===== src/pmc_pkg.sv =====
// Types and constants of the phase and mode controller
package pmc_pkg;

	// Gray order: off, one phase, two phase, three phase
	typedef enum logic [1:0] {
		PMC_CFG_OFF = 2'h0,
		PMC_CFG_1P  = 2'h1,
		PMC_CFG_2P  = 2'h3,
		PMC_CFG_3P  = 2'h2
	} pmc_cfg_t;

	// Gray order: off, single DE, single CONTINUOUS_CONDUCTION, multi CONTINUOUS_CONDUCTION
	typedef enum logic [1:0] {
		PMC_MODE_OFF  = 2'h0,
		PMC_MODE_1DE  = 2'h1,
		PMC_MODE_1CCM = 2'h3,
		PMC_MODE_NCCM = 2'h2
	} pmc_mode_t;

	localparam int CORE = 0;
	localparam int AUX  = 1;

	localparam logic [3:0] REG_CORE_VID = 4'h0;
	localparam logic [3:0] REG_AUX_VID  = 4'h1;
	localparam logic [3:0] REG_SLEW_DIV = 4'h2;
	localparam logic [3:0] REG_STATUS   = 4'h3;
	localparam logic [3:0] REG_ZC_THR   = 4'h4;
	localparam logic [3:0] REG_VREF     = 4'h5;

	localparam logic [7:0]  VID_RST      = 8'h00;
	localparam logic [7:0]  ZC_THR_RST   = 8'h80;
	// Default ramp: one reference code per 125 cycles
	localparam logic [15:0] SLEW_DIV_RST = 16'h007d;
	// 1.5 V on an 8-bit monitor scale of 2.0 V
	localparam logic [7:0]  OC_LIMIT     = 8'hc0;

	localparam int CLK_MHZ       = 200;
	localparam int DIODE_NS      = 40;
	localparam int DECAY_NS      = 1000;
	localparam logic [3:0] DIODE_CYC =
		4'((DIODE_NS * CLK_MHZ + 999) / 1000);
	localparam logic [7:0] DECAY_CYC =
		8'((DECAY_NS * CLK_MHZ) / 1000);

	typedef struct packed {
		logic [3:0]  addr;
		logic [15:0] wdata;
		logic        wr;
		logic        rd;
	} pmc_bus_req_t;

	// Low-side timing feedback of the emulating phase
	typedef struct packed {
		logic ls_on;
		logic zc_cmp;
		logic body_diode;
		logic reverse_spike;
	} pmc_zc_in_t;

	typedef struct packed {
		logic [2:0] phase_en;
		logic       continuous_conduction;
		logic       diode_emulation;
		logic       ls_off;
		logic       overcurrent;
		logic [7:0] vref;
		logic [7:0] zc_thr;
	} pmc_rail_out_t;

	typedef struct packed {
		pmc_cfg_t      cfg;
		logic [7:0]    tgt;
		logic [7:0]    decay;
		logic          watch;
		logic [3:0]    dcnt;
		logic          spike;
		pmc_rail_out_t out;
	} pmc_rail_st_t;

	typedef struct packed {
		logic               latched;
		logic [1:0]         ps;
		logic [15:0]        slew_div;
		logic [15:0]        slew_cnt;
		pmc_rail_st_t [1:0] rail;
		logic               comp_sw;
		logic               comp_oe;
		logic [15:0]        rdata;
	} pmc_state_t;

endpackage : pmc_pkg

===== src/pmc_phase_mode_controller.sv =====
// Phase count, conduction mode, slewing and zero-cross adaptation
// Summary of operation
// - Three-phase core with power-state 11 runs three phases in CONTINUOUS_CONDUCTION.
// - Third core sense strapped high selects two phases, one and two.
// - Third and second core sense high select one phase only.
// - Three-phase core with first bit low drops to phase one in DE.
// - Power-state 00 keeps any enabled core configuration in single-phase DE.
// - Two-phase core: 11 gives two-phase CONTINUOUS_CONDUCTION, first bit low single DE.
// - One-phase core: 11 gives CONTINUOUS_CONDUCTION, first bit low gives DE.
// - First core sense strapped high disables the core rail.
// - Aux rail two-phase: CONTINUOUS_CONDUCTION for 11, single-phase DE for 10, 01 or 00.
// - Aux second sense high: one phase, CONTINUOUS_CONDUCTION for 11, else DE.
// - Aux first sense strapped high disables the aux rail.
// - Overcurrent at a fixed monitor level, independent of mode.
// - New target ramps each rail's reference at the programmed rate.
// - Downward changes are not forced; output decays with the load.
// - Comp-cap switch exists only for a two-phase core strap.
// - Comp-cap switch closed in two-phase mode, open in single phase.
// - While switch is open, aux comp node tracks the feedback node.
// - In DE, low side turns off when the zero comparator trips.
// - Threshold steps after each turn-off towards 40 ns diode time.
//
// Implementation choices: the address map and the strobed register port.
`timescale 1ns/1ps
module pmc_phase_mode_controller (
	input  wire logic                  ref_clk,
	input  wire logic                  rst,
	input  wire logic                  core_phase1_sense,
	input  wire logic                  core_phase2_sense,
	input  wire logic                  core_phase3_sense,
	input  wire logic                  aux_rail_phase1_sense,
	input  wire logic                  aux_rail_phase2_sense,
	input  wire logic                  power_state_low0_n,
	input  wire logic                  power_state_low1_n,
	input  wire logic                  cycle_start,
	input  wire logic [7:0]            core_current_monitor,
	input  wire logic [7:0]            aux_rail_current_monitor,
	input  wire pmc_pkg::pmc_zc_in_t   core_zc,
	input  wire pmc_pkg::pmc_zc_in_t   aux_zc,
	input  wire pmc_pkg::pmc_bus_req_t bus_req,
	output logic [15:0]                rd_data_q,
	output pmc_pkg::pmc_rail_out_t     core_out_q,
	output pmc_pkg::pmc_rail_out_t     aux_out_q,
	output logic                       comp_switch_closed_q,
	output logic                       aux_comp_cap_node_oe_q
);

	pmc_pkg::pmc_state_t s_q;
	pmc_pkg::pmc_state_t s_d;

	function automatic pmc_pkg::pmc_cfg_t core_strap(
		input logic p1,
		input logic p2,
		input logic p3
	);
		if (p1)
			return pmc_pkg::PMC_CFG_OFF;
		else if (p3 && p2)
			return pmc_pkg::PMC_CFG_1P;
		else if (p3)
			return pmc_pkg::PMC_CFG_2P;
		else
			return pmc_pkg::PMC_CFG_3P;
	endfunction : core_strap

	function automatic pmc_pkg::pmc_cfg_t aux_strap(
		input logic p1,
		input logic p2
	);
		if (p1)
			return pmc_pkg::PMC_CFG_OFF;
		else if (p2)
			return pmc_pkg::PMC_CFG_1P;
		else
			return pmc_pkg::PMC_CFG_2P;
	endfunction : aux_strap

	// Any power-state other than 11 means single-phase DE
	function automatic pmc_pkg::pmc_mode_t rail_mode(
		input pmc_pkg::pmc_cfg_t cfg,
		input logic [1:0]        ps,
		input logic              decaying
	);
		if (cfg == pmc_pkg::PMC_CFG_OFF)
			return pmc_pkg::PMC_MODE_OFF;
		else if (ps != 2'h3 || decaying)
			return pmc_pkg::PMC_MODE_1DE;
		else if (cfg == pmc_pkg::PMC_CFG_1P)
			return pmc_pkg::PMC_MODE_1CCM;
		else
			return pmc_pkg::PMC_MODE_NCCM;
	endfunction : rail_mode

	function automatic logic [2:0] phase_mask(
		input pmc_pkg::pmc_cfg_t  cfg,
		input pmc_pkg::pmc_mode_t mode
	);
		if (mode == pmc_pkg::PMC_MODE_OFF)
			return 3'h0;
		else if (mode != pmc_pkg::PMC_MODE_NCCM)
			return 3'h1;
		else if (cfg == pmc_pkg::PMC_CFG_3P)
			return 3'h7;
		else
			return 3'h3;
	endfunction : phase_mask

	logic       slew_tick;
	logic [1:0] mode_busy;

	always_comb begin
		pmc_pkg::pmc_zc_in_t zc;
		pmc_pkg::pmc_mode_t  mode;
		logic [7:0]          mon;
		logic                kill;
		zc = '0;
		mode = pmc_pkg::PMC_MODE_OFF;
		mon = 8'h00;
		kill = 1'b0;
		mode_busy = 2'h0;
		s_d = s_q;
		s_d.rdata = 16'h0000;
		slew_tick = (s_q.slew_cnt + 16'h0001) >= s_q.slew_div;
		s_d.slew_cnt = slew_tick ? 16'h0000 : s_q.slew_cnt + 16'h0001;

		// Straps are read only once so a noisy pin cannot reshape rails
		if (!s_q.latched) begin
			s_d.latched = 1'b1;
			s_d.rail[pmc_pkg::CORE].cfg = core_strap(core_phase1_sense,
				core_phase2_sense, core_phase3_sense);
			s_d.rail[pmc_pkg::AUX].cfg = aux_strap(aux_rail_phase1_sense,
				aux_rail_phase2_sense);
		end

		// Mid-pulse changes would truncate a phase
		if (cycle_start)
			s_d.ps = {power_state_low1_n, power_state_low0_n};

		for (int r = 0; r < 2; r++) begin
			zc = (r == pmc_pkg::CORE) ? core_zc : aux_zc;
			mon = (r == pmc_pkg::CORE) ? core_current_monitor
				: aux_rail_current_monitor;
			mode_busy[r] = s_q.rail[r].decay != 8'h00;
			mode = rail_mode(s_q.rail[r].cfg, s_q.ps, mode_busy[r]);
			s_d.rail[r].out.phase_en = phase_mask(s_q.rail[r].cfg, mode);
			s_d.rail[r].out.continuous_conduction =
				mode == pmc_pkg::PMC_MODE_1CCM
				|| mode == pmc_pkg::PMC_MODE_NCCM;
			s_d.rail[r].out.diode_emulation =
				mode == pmc_pkg::PMC_MODE_1DE;
			s_d.rail[r].out.overcurrent = mon >= pmc_pkg::OC_LIMIT;

			// Up moves slew; down moves let the load discharge the rail
			if (s_q.rail[r].tgt > s_q.rail[r].out.vref) begin
				if (slew_tick)
					s_d.rail[r].out.vref = s_q.rail[r].out.vref + 8'h01;
			end else if (s_q.rail[r].tgt < s_q.rail[r].out.vref) begin
				s_d.rail[r].out.vref = s_q.rail[r].tgt;
				s_d.rail[r].decay = pmc_pkg::DECAY_CYC;
			end else if (mode_busy[r]) begin
				s_d.rail[r].decay = s_q.rail[r].decay - 8'h01;
			end

			kill = mode == pmc_pkg::PMC_MODE_1DE && zc.ls_on && zc.zc_cmp;
			s_d.rail[r].out.ls_off = kill;
			if (kill && !s_q.rail[r].out.ls_off) begin
				s_d.rail[r].watch = 1'b1;
				s_d.rail[r].dcnt = 4'h0;
				s_d.rail[r].spike = 1'b0;
			end else if (s_q.rail[r].watch) begin
				if (zc.body_diode && s_q.rail[r].dcnt != 4'hf)
					s_d.rail[r].dcnt = s_q.rail[r].dcnt + 4'h1;
				if (zc.reverse_spike)
					s_d.rail[r].spike = 1'b1;
				// Window closes at the next low-side pulse
				if (zc.ls_on) begin
					s_d.rail[r].watch = 1'b0;
					if ((s_q.rail[r].spike
						|| s_q.rail[r].dcnt < pmc_pkg::DIODE_CYC)
						&& s_q.rail[r].out.zc_thr != 8'hff)
						s_d.rail[r].out.zc_thr =
							s_q.rail[r].out.zc_thr + 8'h01;
					else if (s_q.rail[r].dcnt > pmc_pkg::DIODE_CYC
						&& s_q.rail[r].out.zc_thr != 8'h00)
						s_d.rail[r].out.zc_thr =
							s_q.rail[r].out.zc_thr - 8'h01;
				end
			end
		end

		// Compensator switch exists only with a two-phase core strap
		if (s_q.rail[pmc_pkg::CORE].cfg == pmc_pkg::PMC_CFG_2P) begin
			s_d.comp_sw = s_q.rail[pmc_pkg::CORE].out.phase_en == 3'h3;
			s_d.comp_oe = !s_d.comp_sw;
		end else begin
			s_d.comp_sw = 1'b0;
			s_d.comp_oe = 1'b0;
		end

		if (bus_req.wr) begin
			if (bus_req.addr == pmc_pkg::REG_CORE_VID)
				s_d.rail[pmc_pkg::CORE].tgt = bus_req.wdata[7:0];
			else if (bus_req.addr == pmc_pkg::REG_AUX_VID)
				s_d.rail[pmc_pkg::AUX].tgt = bus_req.wdata[7:0];
			else if (bus_req.addr == pmc_pkg::REG_SLEW_DIV)
				s_d.slew_div = bus_req.wdata;
		end
		if (bus_req.rd) begin
			if (bus_req.addr == pmc_pkg::REG_CORE_VID)
				s_d.rdata = {8'h00, s_q.rail[pmc_pkg::CORE].tgt};
			else if (bus_req.addr == pmc_pkg::REG_AUX_VID)
				s_d.rdata = {8'h00, s_q.rail[pmc_pkg::AUX].tgt};
			else if (bus_req.addr == pmc_pkg::REG_SLEW_DIV)
				s_d.rdata = s_q.slew_div;
			else if (bus_req.addr == pmc_pkg::REG_STATUS)
				s_d.rdata = {5'h00, s_q.comp_sw,
					s_q.rail[pmc_pkg::AUX].out.overcurrent,
					s_q.rail[pmc_pkg::CORE].out.overcurrent,
					s_q.ps, s_q.rail[pmc_pkg::AUX].cfg,
					s_q.rail[pmc_pkg::CORE].cfg, mode_busy};
			else if (bus_req.addr == pmc_pkg::REG_ZC_THR)
				s_d.rdata = {s_q.rail[pmc_pkg::AUX].out.zc_thr,
					s_q.rail[pmc_pkg::CORE].out.zc_thr};
			else if (bus_req.addr == pmc_pkg::REG_VREF)
				s_d.rdata = {s_q.rail[pmc_pkg::AUX].out.vref,
					s_q.rail[pmc_pkg::CORE].out.vref};
		end
	end

	always_ff @(posedge ref_clk) begin
		if (rst) begin
			s_q <= '0;
			s_q.ps <= 2'h3;
			s_q.slew_div <= pmc_pkg::SLEW_DIV_RST;
			for (int r = 0; r < 2; r++) begin
				s_q.rail[r].tgt <= pmc_pkg::VID_RST;
				s_q.rail[r].out.vref <= pmc_pkg::VID_RST;
				s_q.rail[r].out.zc_thr <= pmc_pkg::ZC_THR_RST;
			end
		end else begin
			s_q <= s_d;
		end
	end

	assign rd_data_q = s_q.rdata;
	assign core_out_q = s_q.rail[pmc_pkg::CORE].out;
	assign aux_out_q = s_q.rail[pmc_pkg::AUX].out;
	assign comp_switch_closed_q = s_q.comp_sw;
	assign aux_comp_cap_node_oe_q = s_q.comp_oe;
endmodule : pmc_phase_mode_controller


===== config.mk =====
export PLATFORM = sky130hd
export DESIGN_NAME = pmc_phase_mode_controller
export DESIGN_NICKNAME = d
export VERILOG_FILES = /design/src/pmc_pkg.sv /design/src/pmc_phase_mode_controller.sv
export SDC_FILE = /design/constraint.sdc
export NUM_CORES = 1
export LEC_CHECK = 0
export ABC_CLOCK_PERIOD_IN_PS = 4300
export BUFFER_PORTS_ARGS = -buffer_cell sky130_fd_sc_hd__buf_2
export CORE_UTILIZATION = 25
export CTS_CLUSTER_SIZE = 25
export DETAILED_ROUTE_END_ITERATION = 12
export PLACE_DENSITY = 0.53
export SYNTH_ARGS = -nofsm -noshare
export SYNTH_HDL_FRONTEND = slang
export SYNTH_SLANG_ARGS = --single-unit

===== constraint.sdc =====
create_clock -name ref_clk -period 4.3 [get_ports ref_clk]
set_input_delay 0.86 -clock ref_clk [delete_from_list [all_inputs] [get_ports ref_clk]]
set_output_delay 0.86 -clock ref_clk [all_outputs]
set_load 0.02 [all_outputs]

Word-level counts from Yosys, hierarchy flattened --
Index checks and enable logic that the tools add are counted.
Cells by class: divide/modulo/power cells 0, multiplexer cells 71, add/sub/neg operators 11, equal/unequal tests 26, shifts and indexed selects 0, reductions and logical operators 60, multipliers 0, bitwise logic cells 8, $lt $le $gt $ge 11
Operator list (count):
- 2-to-1 mux 8 bit | 27
- 2-to-1 mux 16 bit | 12
- 2-to-1 mux 147 bit | 1
- adder 8 x 1 -> 8 bit, second input constant | 4
- nonzero test 8 bit | 4
- subtractor 8 x 1 -> 8 bit, second input constant | 4
- 2-to-1 mux 2 bit | 12
- 2-to-1 mux 6 bit | 4
- 2-to-1 mux 3 bit | 6
- AND reduction 2 bit | 9
- adder 16 x 1 -> 16 bit, second input constant | 1
- greater-or-equal comparator 16 bit | 1
- greater-or-equal comparator 8 bit, second input constant | 2
- greater-than comparator 8 bit | 2
- < comparator 8 bit | 2
- != test 8 bit, second input constant | 2
- equality test 2 bit, second input constant | 7
- OR reduction 2 bit | 7
- logical AND 1 bit | 13
- AND reduction 4 bit | 3
- nonzero test 2 bit | 6
- != test 2 bit, second input constant | 5
- adder 4 x 1 -> 4 bit, second input constant | 2
- equality test 2 x 1 -> 1 bit, second input constant | 4
- 17 further kinds | 47
Storage, ports and cells: bits in latches 0, bits in writable memories 0, register bits after elaboration 147, output and inout bits 64, word-level logic and storage cells 223, input port bits 56, ROM bits 0, memories 0

Depth between registers and ports, before layout --
Gate-level depths: netlist of the first run.
depth after elaboration 10, depth in mapped cells 14, gate-level depth less buffers 13

Least setup slack after synthesis of the first run --
OpenSTA, ideal clock, no wires.
path kind reg-to-reg, start register s_q[112] (netlist bit), end register s_q, in the netlist aux_out_q[15], buffers on the path 0, path slack 1.262 ns, cell stages (with the launch flop) 13, library setup time 0.118 ns, arrival 2.920 ns, cells stage by stage dfxtp_1 -> nand3_1 -> nor3_1 -> nand3_1 -> xnor2_1 -> ha_1 -> and4_1 -> o2111a_1 -> a211oi_1 -> a21oi_1 -> nand2_1 -> or4_1 -> o2111a_1
Between the ends: word-level cells in the longest chain between the ends 4
RTL lines:
- from (decl) | RTL line pmc_phase_mode_controller.sv:48 | pmc_pkg::pmc_state_t s_q;
- adder 16 x 1 -> 16 bit | RTL line pmc_phase_mode_controller.sv:123 | slew_tick = (s_q.slew_cnt + 16'h0001) >= s_q.slew_div;
- greater-or-equal comparator 16 bit | RTL line pmc_phase_mode_controller.sv:123
- != test 2 bit (no source line)
- AND reduction 2 bit (no source line)
No other way between the ends. A chain may end at the register's enable or synchronous reset.

Final worst setup path of the first run --
start register s_q[112] (netlist bit), end register s_q, in the netlist aux_out_q[14]
The elaborated chain is that of the path after synthesis.

==> flow_summary_export.csv, run 1 <==
group,metric,value,unit
finish,num_antenna_cells,0,
timing,worst_pin_slew,1.19,ns
synthesis,synth-edff-count,0,
synthesis,yosys_warnings,0,
synthesis,synth_top_area_cell,"dfxtp_1",
placement,port_buffers,107,
timing,maxSlewViolCount,0,
floorplanning,die_h,180,µm
routing,drc_errors,0,
timing,max_slew_margin,20.7,%
worst_hold_path,hold_class,"reg2reg",
status,status,"finished clean",
timing,hold_viol,0,
timing,setup_viol,0,
clock_tree,cts_hold_buf,0,
global_routing,grt_max_degree,52,
pwr,power_switching_share,35.6,%
clock_tree,htreeDepth,4,
pwr,power_switching,1.51,mW
routing,post_drt_wl_per_cell,16.0,µm
placement,placed_area,8470,µm²
global_routing,antenna_found_initial,0,
pwr,power_density,469,nW/µm²
finish,design_area,9060,µm²
timing,finalSetupTns,0,ns
global_routing,busiest_layer,"met2",
timing,fmax,0.275,GHz
pwr,p_seq_share,37.7,%
critical_path,worst-r2r-setup-slack,0.67,ns
synthesis,synthFlopType,"dfxtp_1",
clock_tree,root_buffer,"clkbuf_16",
floorplanning,rows,64,
routing,via_per_inst,4.76,
routing,drt_iter0_markers,360,
finish,drive_above_1_share,15.9,%
placement,hpwl,17000,µm
finish,layout.nets,1095,
clock_tree,clock-sinks,147,
global_routing,grt_pass1_wl,35300,µm
routing,ant_nets,0,
clock_tree,clk_path_buf_depth,2,
synthesis,synthesis.area,7960,µm²
synthesis,synth_most_common_cell,"dfxtp_1",
synthesis,synth-seq-cells,147,
synthesis,synth_nets,1053,
routing,vias,6626,
synthesis,ys_async_sr_fraction,0,%
routing,drt_pass1_iterations,5,
global_routing,grtUsageTotal,14.0,%
synthesis,seq_area_frac_synth,37.0,%
placement,gp_congestion,0.831,
pwr,p_leak,3.69,nW
synthesis,syn_avg_cell_area,8.44,µm²
pwr,ir_drop,292,µV
synthesis,yosysUniqueCellTypes,63,
clock_tree,post_cts_buffers,0,
pwr,combPwrFrac,26.8,%
global_routing,use_met1,18.5,%
critical_path,critPathLaunchType,"register",
global_routing,grt_overflow_total,0,
critical_path,crit_type,"reg2reg",
pwr,clkPwrFrac,35.4,%
floorplanning,dieArea,32500,µm²
global_routing,use_met2,22.4,%
clock_tree,clk_pin_slew,0.07,ns
clock_tree,cts_tree,"built",
finish,synthToLayoutAreaGrowth,13.9,%
critical_path,path_max_fanout,5,
finish,fill_cells,3317,
critical_path,crit_arrival,3.99,ns
clock_tree,cts_buffers,17,
floorplanning,ios,120,
timing,fin_skew,0.0103,ns
floorplanning,core_area,30900,µm²
floorplanning,floorplan.initialDensity,25.7,%
run,max-cap-violations,0,
timing,fin_crit_sh,84.5,%
clock_tree,worstSkewPairLatency,0.43,ns
synthesis,synthTopCellsByCount,"dfxtp_1 (147), nand2_1 (107), nor2_1 (94)",
synthesis,ys_top_cells_by_area,"dfxtp_1 (37%), ha_1 (8.3%), buf_4 (5.9%)",
critical_path,cp_data_required_time,4.66,ns
timing,rsz0062_at_grt,"false",
global_routing,met3_usage,3.25,%
clock_tree,post_cts_resized,0,
pwr,p_int,2.74,mW
floorplanning,die_x,180,µm
synthesis,synth_top_area_share,37.0,%
synthesis,synth_cells,942,
timing,period_needed,3.63,ns
global_routing,grt_pass1_vias,6370,
critical_path,worst_setup_path_end_kind,"register",
routing,routed_wl,22300,µm
## registers in the layout (all words and copies together) (netlist names)
signal / count
comp_switch_closed_q: 1
rd_data_q: 16
aux_comp_cap_node_oe_q: 1
s_q: 83
core_out_q: 23
aux_out_q: 23
## per-stage QoR
step / hold WS [ns] / instances / setup WS (ns) / util, % / total power [mW]
floorplan: 0.423 / 942 / 1.26 / - / 2.52
global placement: 0.443 / 1361 / 0.769 / 27.4 / 2.76
detailed placement: 0.449 / 1361 / 0.732 / 27.4 / 2.77
CTS: 0.459 / 1393 / 0.681 / 29.3 / 4.29
global route: 0.475 / 1393 / 0.258 / 29.3 / 4.51
finish: 0.454 / 1393 / 0.666 / 29.3 / 4.25
## critical path, cell delays in order, from the launching register on
cell and delay (ns):
dfxtp_1 0.39, nand3_1 0.19, nor3_1 0.57, nand3_1 0.17, xnor2_1 0.18, ha_1 0.30, nand2_1 0.07, o21ai_0 0.44
a21oi_1 0.11, a21oi_1 0.42, nand2_1 0.24, o41a_1 0.34, o21ai_0 0.13
## worst paths after layout
kind / start / to / depth (start not counted)
max: s_q[112] / aux_out_q[14] / 12
min reg2reg: s_q[135] / s_q[135] / 2
min: s_q[135] / s_q[135] / 2
max reg2reg: s_q[112] / aux_out_q[14] / 12
## cells by family (layout without fill, tap and decap cells)
group / after synthesis / after routing / share of synthesized area (%)
xor+xnor: 51 / 51 / 5.61
compound gates: 183 / 183 / 15.7
mux: 21 / 21 / 2.66
simple gates: 341 / 341 / 20.5
buf+inv: 144 / 199 / 9.72
flops: 147 / 147 / 37.0
fa+ha+maj: 55 / 55 / 8.84
## routing by layer
layer | wire [µm] | part of all wire (%)
met5 | 0 | 0
met4 | 351 | 1.6
met3 | 1150 | 5.2
met2 | 10400 | 47
met1 | 10400 | 47
## layout by cell type (no fill, tap or decap), types with 21 or more instances in the layout
master | netlist | final
nor3_1 | 21 | 21
buf_2 | 0 | 107
a21oi_1 | 77 | 77
nand3_1 | 27 | 27
inv_1 | 50 | 50
nor2b_1 | 22 | 22
xnor2_1 | 41 | 41
ha_1 | 53 | 53
nand2_1 | 107 | 107
dfxtp_1 | 147 | 147
nor2_1 | 94 | 94
## layout make-up
class	instances	area [µm²]	share of cell area (%)
clock inverter	15	165	1.82
inverter	51	191	2.11
timing repair buffer	116	603	6.65
multi-input combinational	651	4240	46.8
clock buffer	17	425	4.69
tap	396	495	5.47
sequential	147	2940	32.5
## power groups by stage
stage	combinational (mW)	clock (mW)	sequential, mW
6_report	1.14	1.51	1.61
3_3_place_gp	1.13	0	1.63
5_1_grt	1.29	1.60	1.62
3_5_place_dp	1.14	0	1.63
2_1_floorplan	0.931	0	1.59
4_1_cts	1.15	1.54	1.61
Note: power is estimated with default switching activity, not from simulation.
==> inputs of run 2 (changes only) <==
ABC_CLOCK_PERIOD_IN_PS = 3800   (was 4300)
clock period = 3.8 ns   (was 4.3 ns; I/O delays follow)
==> flow_summary_export.csv, run 2 (same netlist as run 1, synthesis figures left out) <==
group,metric,value,unit
finish,synthToLayoutAreaGrowth,14.9,%
routing,ant_nets,0,
critical_path,r2r.worst_path.cells,15,
routing,routed_wl,22300,µm
timing,fin_skew,0.00736,ns
timing,maxSlewViolCount,0,
clock_tree,root_buffer,"clkbuf_16",
finish,fill_cells,3343,
clock_tree,clock-sinks,147,
timing,fin_crit_sh,87.5,%
floorplanning,dieArea,32500,µm²
floorplanning,core_area,30900,µm²
placement,numPlacedInstances,1371,
placement,gp_congestion,0.824,
global_routing,grtUsageTotal,13.9,%
clock_tree,clk_pin_slew,0.07,ns
finish,final_common_cell,"dfxtp_1",
finish,final_cell_mix,"dfxtp_1 (147), nand2_1 (107), buf_2 (107)",
status,status,"finished clean",
timing,max_slew_margin,47.1,%
placement,placed_area,8550,µm²
clock_tree,worstSkewPairLatency,0.43,ns
worst_hold_path,hold_depth,1,
finish,layout.cells.non_filler,1403,
critical_path,crit_type,"reg2reg",
placement,port_buffers,107,
critical_path,cp_data_required_time,4.12,ns
routing,vias,6621,
global_routing,antenna_found_initial,0,
critical_path,worst_setup_path_end_kind,"register",
critical_path,path_max_fanout,8,
clock_tree,post_cts_buffers,0,
timing,hold_viol,0,
timing,finalSetupTns,0,ns
routing,post_drt_wl_per_cell,15.9,µm
timing,fmax,0.301,GHz
run,max-cap-violations,0,
timing,period_needed,3.32,ns
pwr,p_leak,3.74,nW
global_routing,grt_max_degree,51,
clock_tree,htreeDepth,4,
finish,drive_above_1_share,16.8,%
finish,multiInputGateArea,4240,µm²
worst_hold_path,hold_class,"reg2reg",
pwr,ir_drop,338,µV
routing,via_per_inst,4.72,
clock_tree,cts_hold_buf,0,
critical_path,critPathLaunchType,"register",
floorplanning,rows,64,
global_routing,grt_pass1_wl,35200,µm
floorplanning,die_x,180,µm
routing,drc_errors,0,
routing,drt_iter0_markers,532,
finish,ff_latch_area,2940,µm²
timing,worst_pin_slew,0.794,ns
floorplanning,ios,120,
clock_tree,clk_path_buf_depth,2,
timing,rsz0062_at_grt,"false",
finish,largest-register,"s_q",
floorplanning,die_h,180,µm
finish,layout.nets,1105,
global_routing,grt_pass1_vias,6224,
placement,hpwl,16900,µm
finish,num_antenna_cells,0,
pwr,design_power_total,4.88,mW
routing,drt_pass1_iterations,6,
global_routing,grt_overflow_total,0,
clock_tree,cts_buffers,17,
finish,design_area,9140,µm²
pwr,power_density,533,nW/µm²
finish,largest_reg_flops,83,
timing,setup_viol,0,
clock_tree,cts_tree,"built",
floorplanning,floorplan.initialDensity,25.7,%
clock_tree,post_cts_resized,0,
timing,timing.hold.ws,0.452,ns
critical_path,crit_arrival,3.64,ns
run 2: power breakdown:
group	internal (mW)	switching, mW	total, mW
registers	1.68	0.145	1.82
logic	0.526	0.803	1.33
clock network	0.985	0.743	1.73
run 2: final cells by class:
class / instances / share of cell area [%]
clock inverter: 15 / 1.85
multi-input combinational: 651 / 46.4
timing repair buffer: 126 / 7.42
inverter: 51 / 2.09
tap: 396 / 5.42
sequential: 147 / 32.2
clock buffer: 17 / 4.65
run 2: through the flow:
stage	util, %	setup slack (ns)
2_1_floorplan	-	0.762
3_3_place_gp	27.7	0.500
3_5_place_dp	27.7	0.518
4_1_cts	29.6	0.476
5_1_grt	29.6	0.109
6_report	29.6	0.477
run 2: layer usage:
layer  share of wire (%)  track usage [%]  vias to the layer above  wire (µm)
met5                   0                0                        -          0
met3                 5.6             2.69                       13       1240
met4                0.92             3.73                        0        204
li1                    -                -                     3336          -
met1                  47             19.0                     3093      10400
met2                  47             22.3                      179      10400
run 2: worst paths after layout:
| path | startpoint | to | slack, ns |
|---|---|---|---|
| worst max-delay path | s_q[112] | aux_out_q[15] | 0.48 |
| worst min-delay path | core_out_q[22] | comp_switch_closed_q | 0.45 |
| worst max register to register | s_q[112] | aux_out_q[15] | 0.48 |
| worst min register to register | core_out_q[22] | comp_switch_closed_q | 0.45 |
run 2: critical path, stage by stage (launching register included):
cell and delay [ns]:
dfxtp_1 0.40, ha_1 0.23, nand2_1 0.09, nor3_1 0.38, nand2_1 0.12, xnor2_1 0.17, ha_1 0.28, nand2_1 0.05
o21ai_0 0.29, buf_4 0.19, a21oi_1 0.05, a21oi_1 0.16, buf_4 0.18, nand2_1 0.08, or4_1 0.40, o2111a_1 0.14
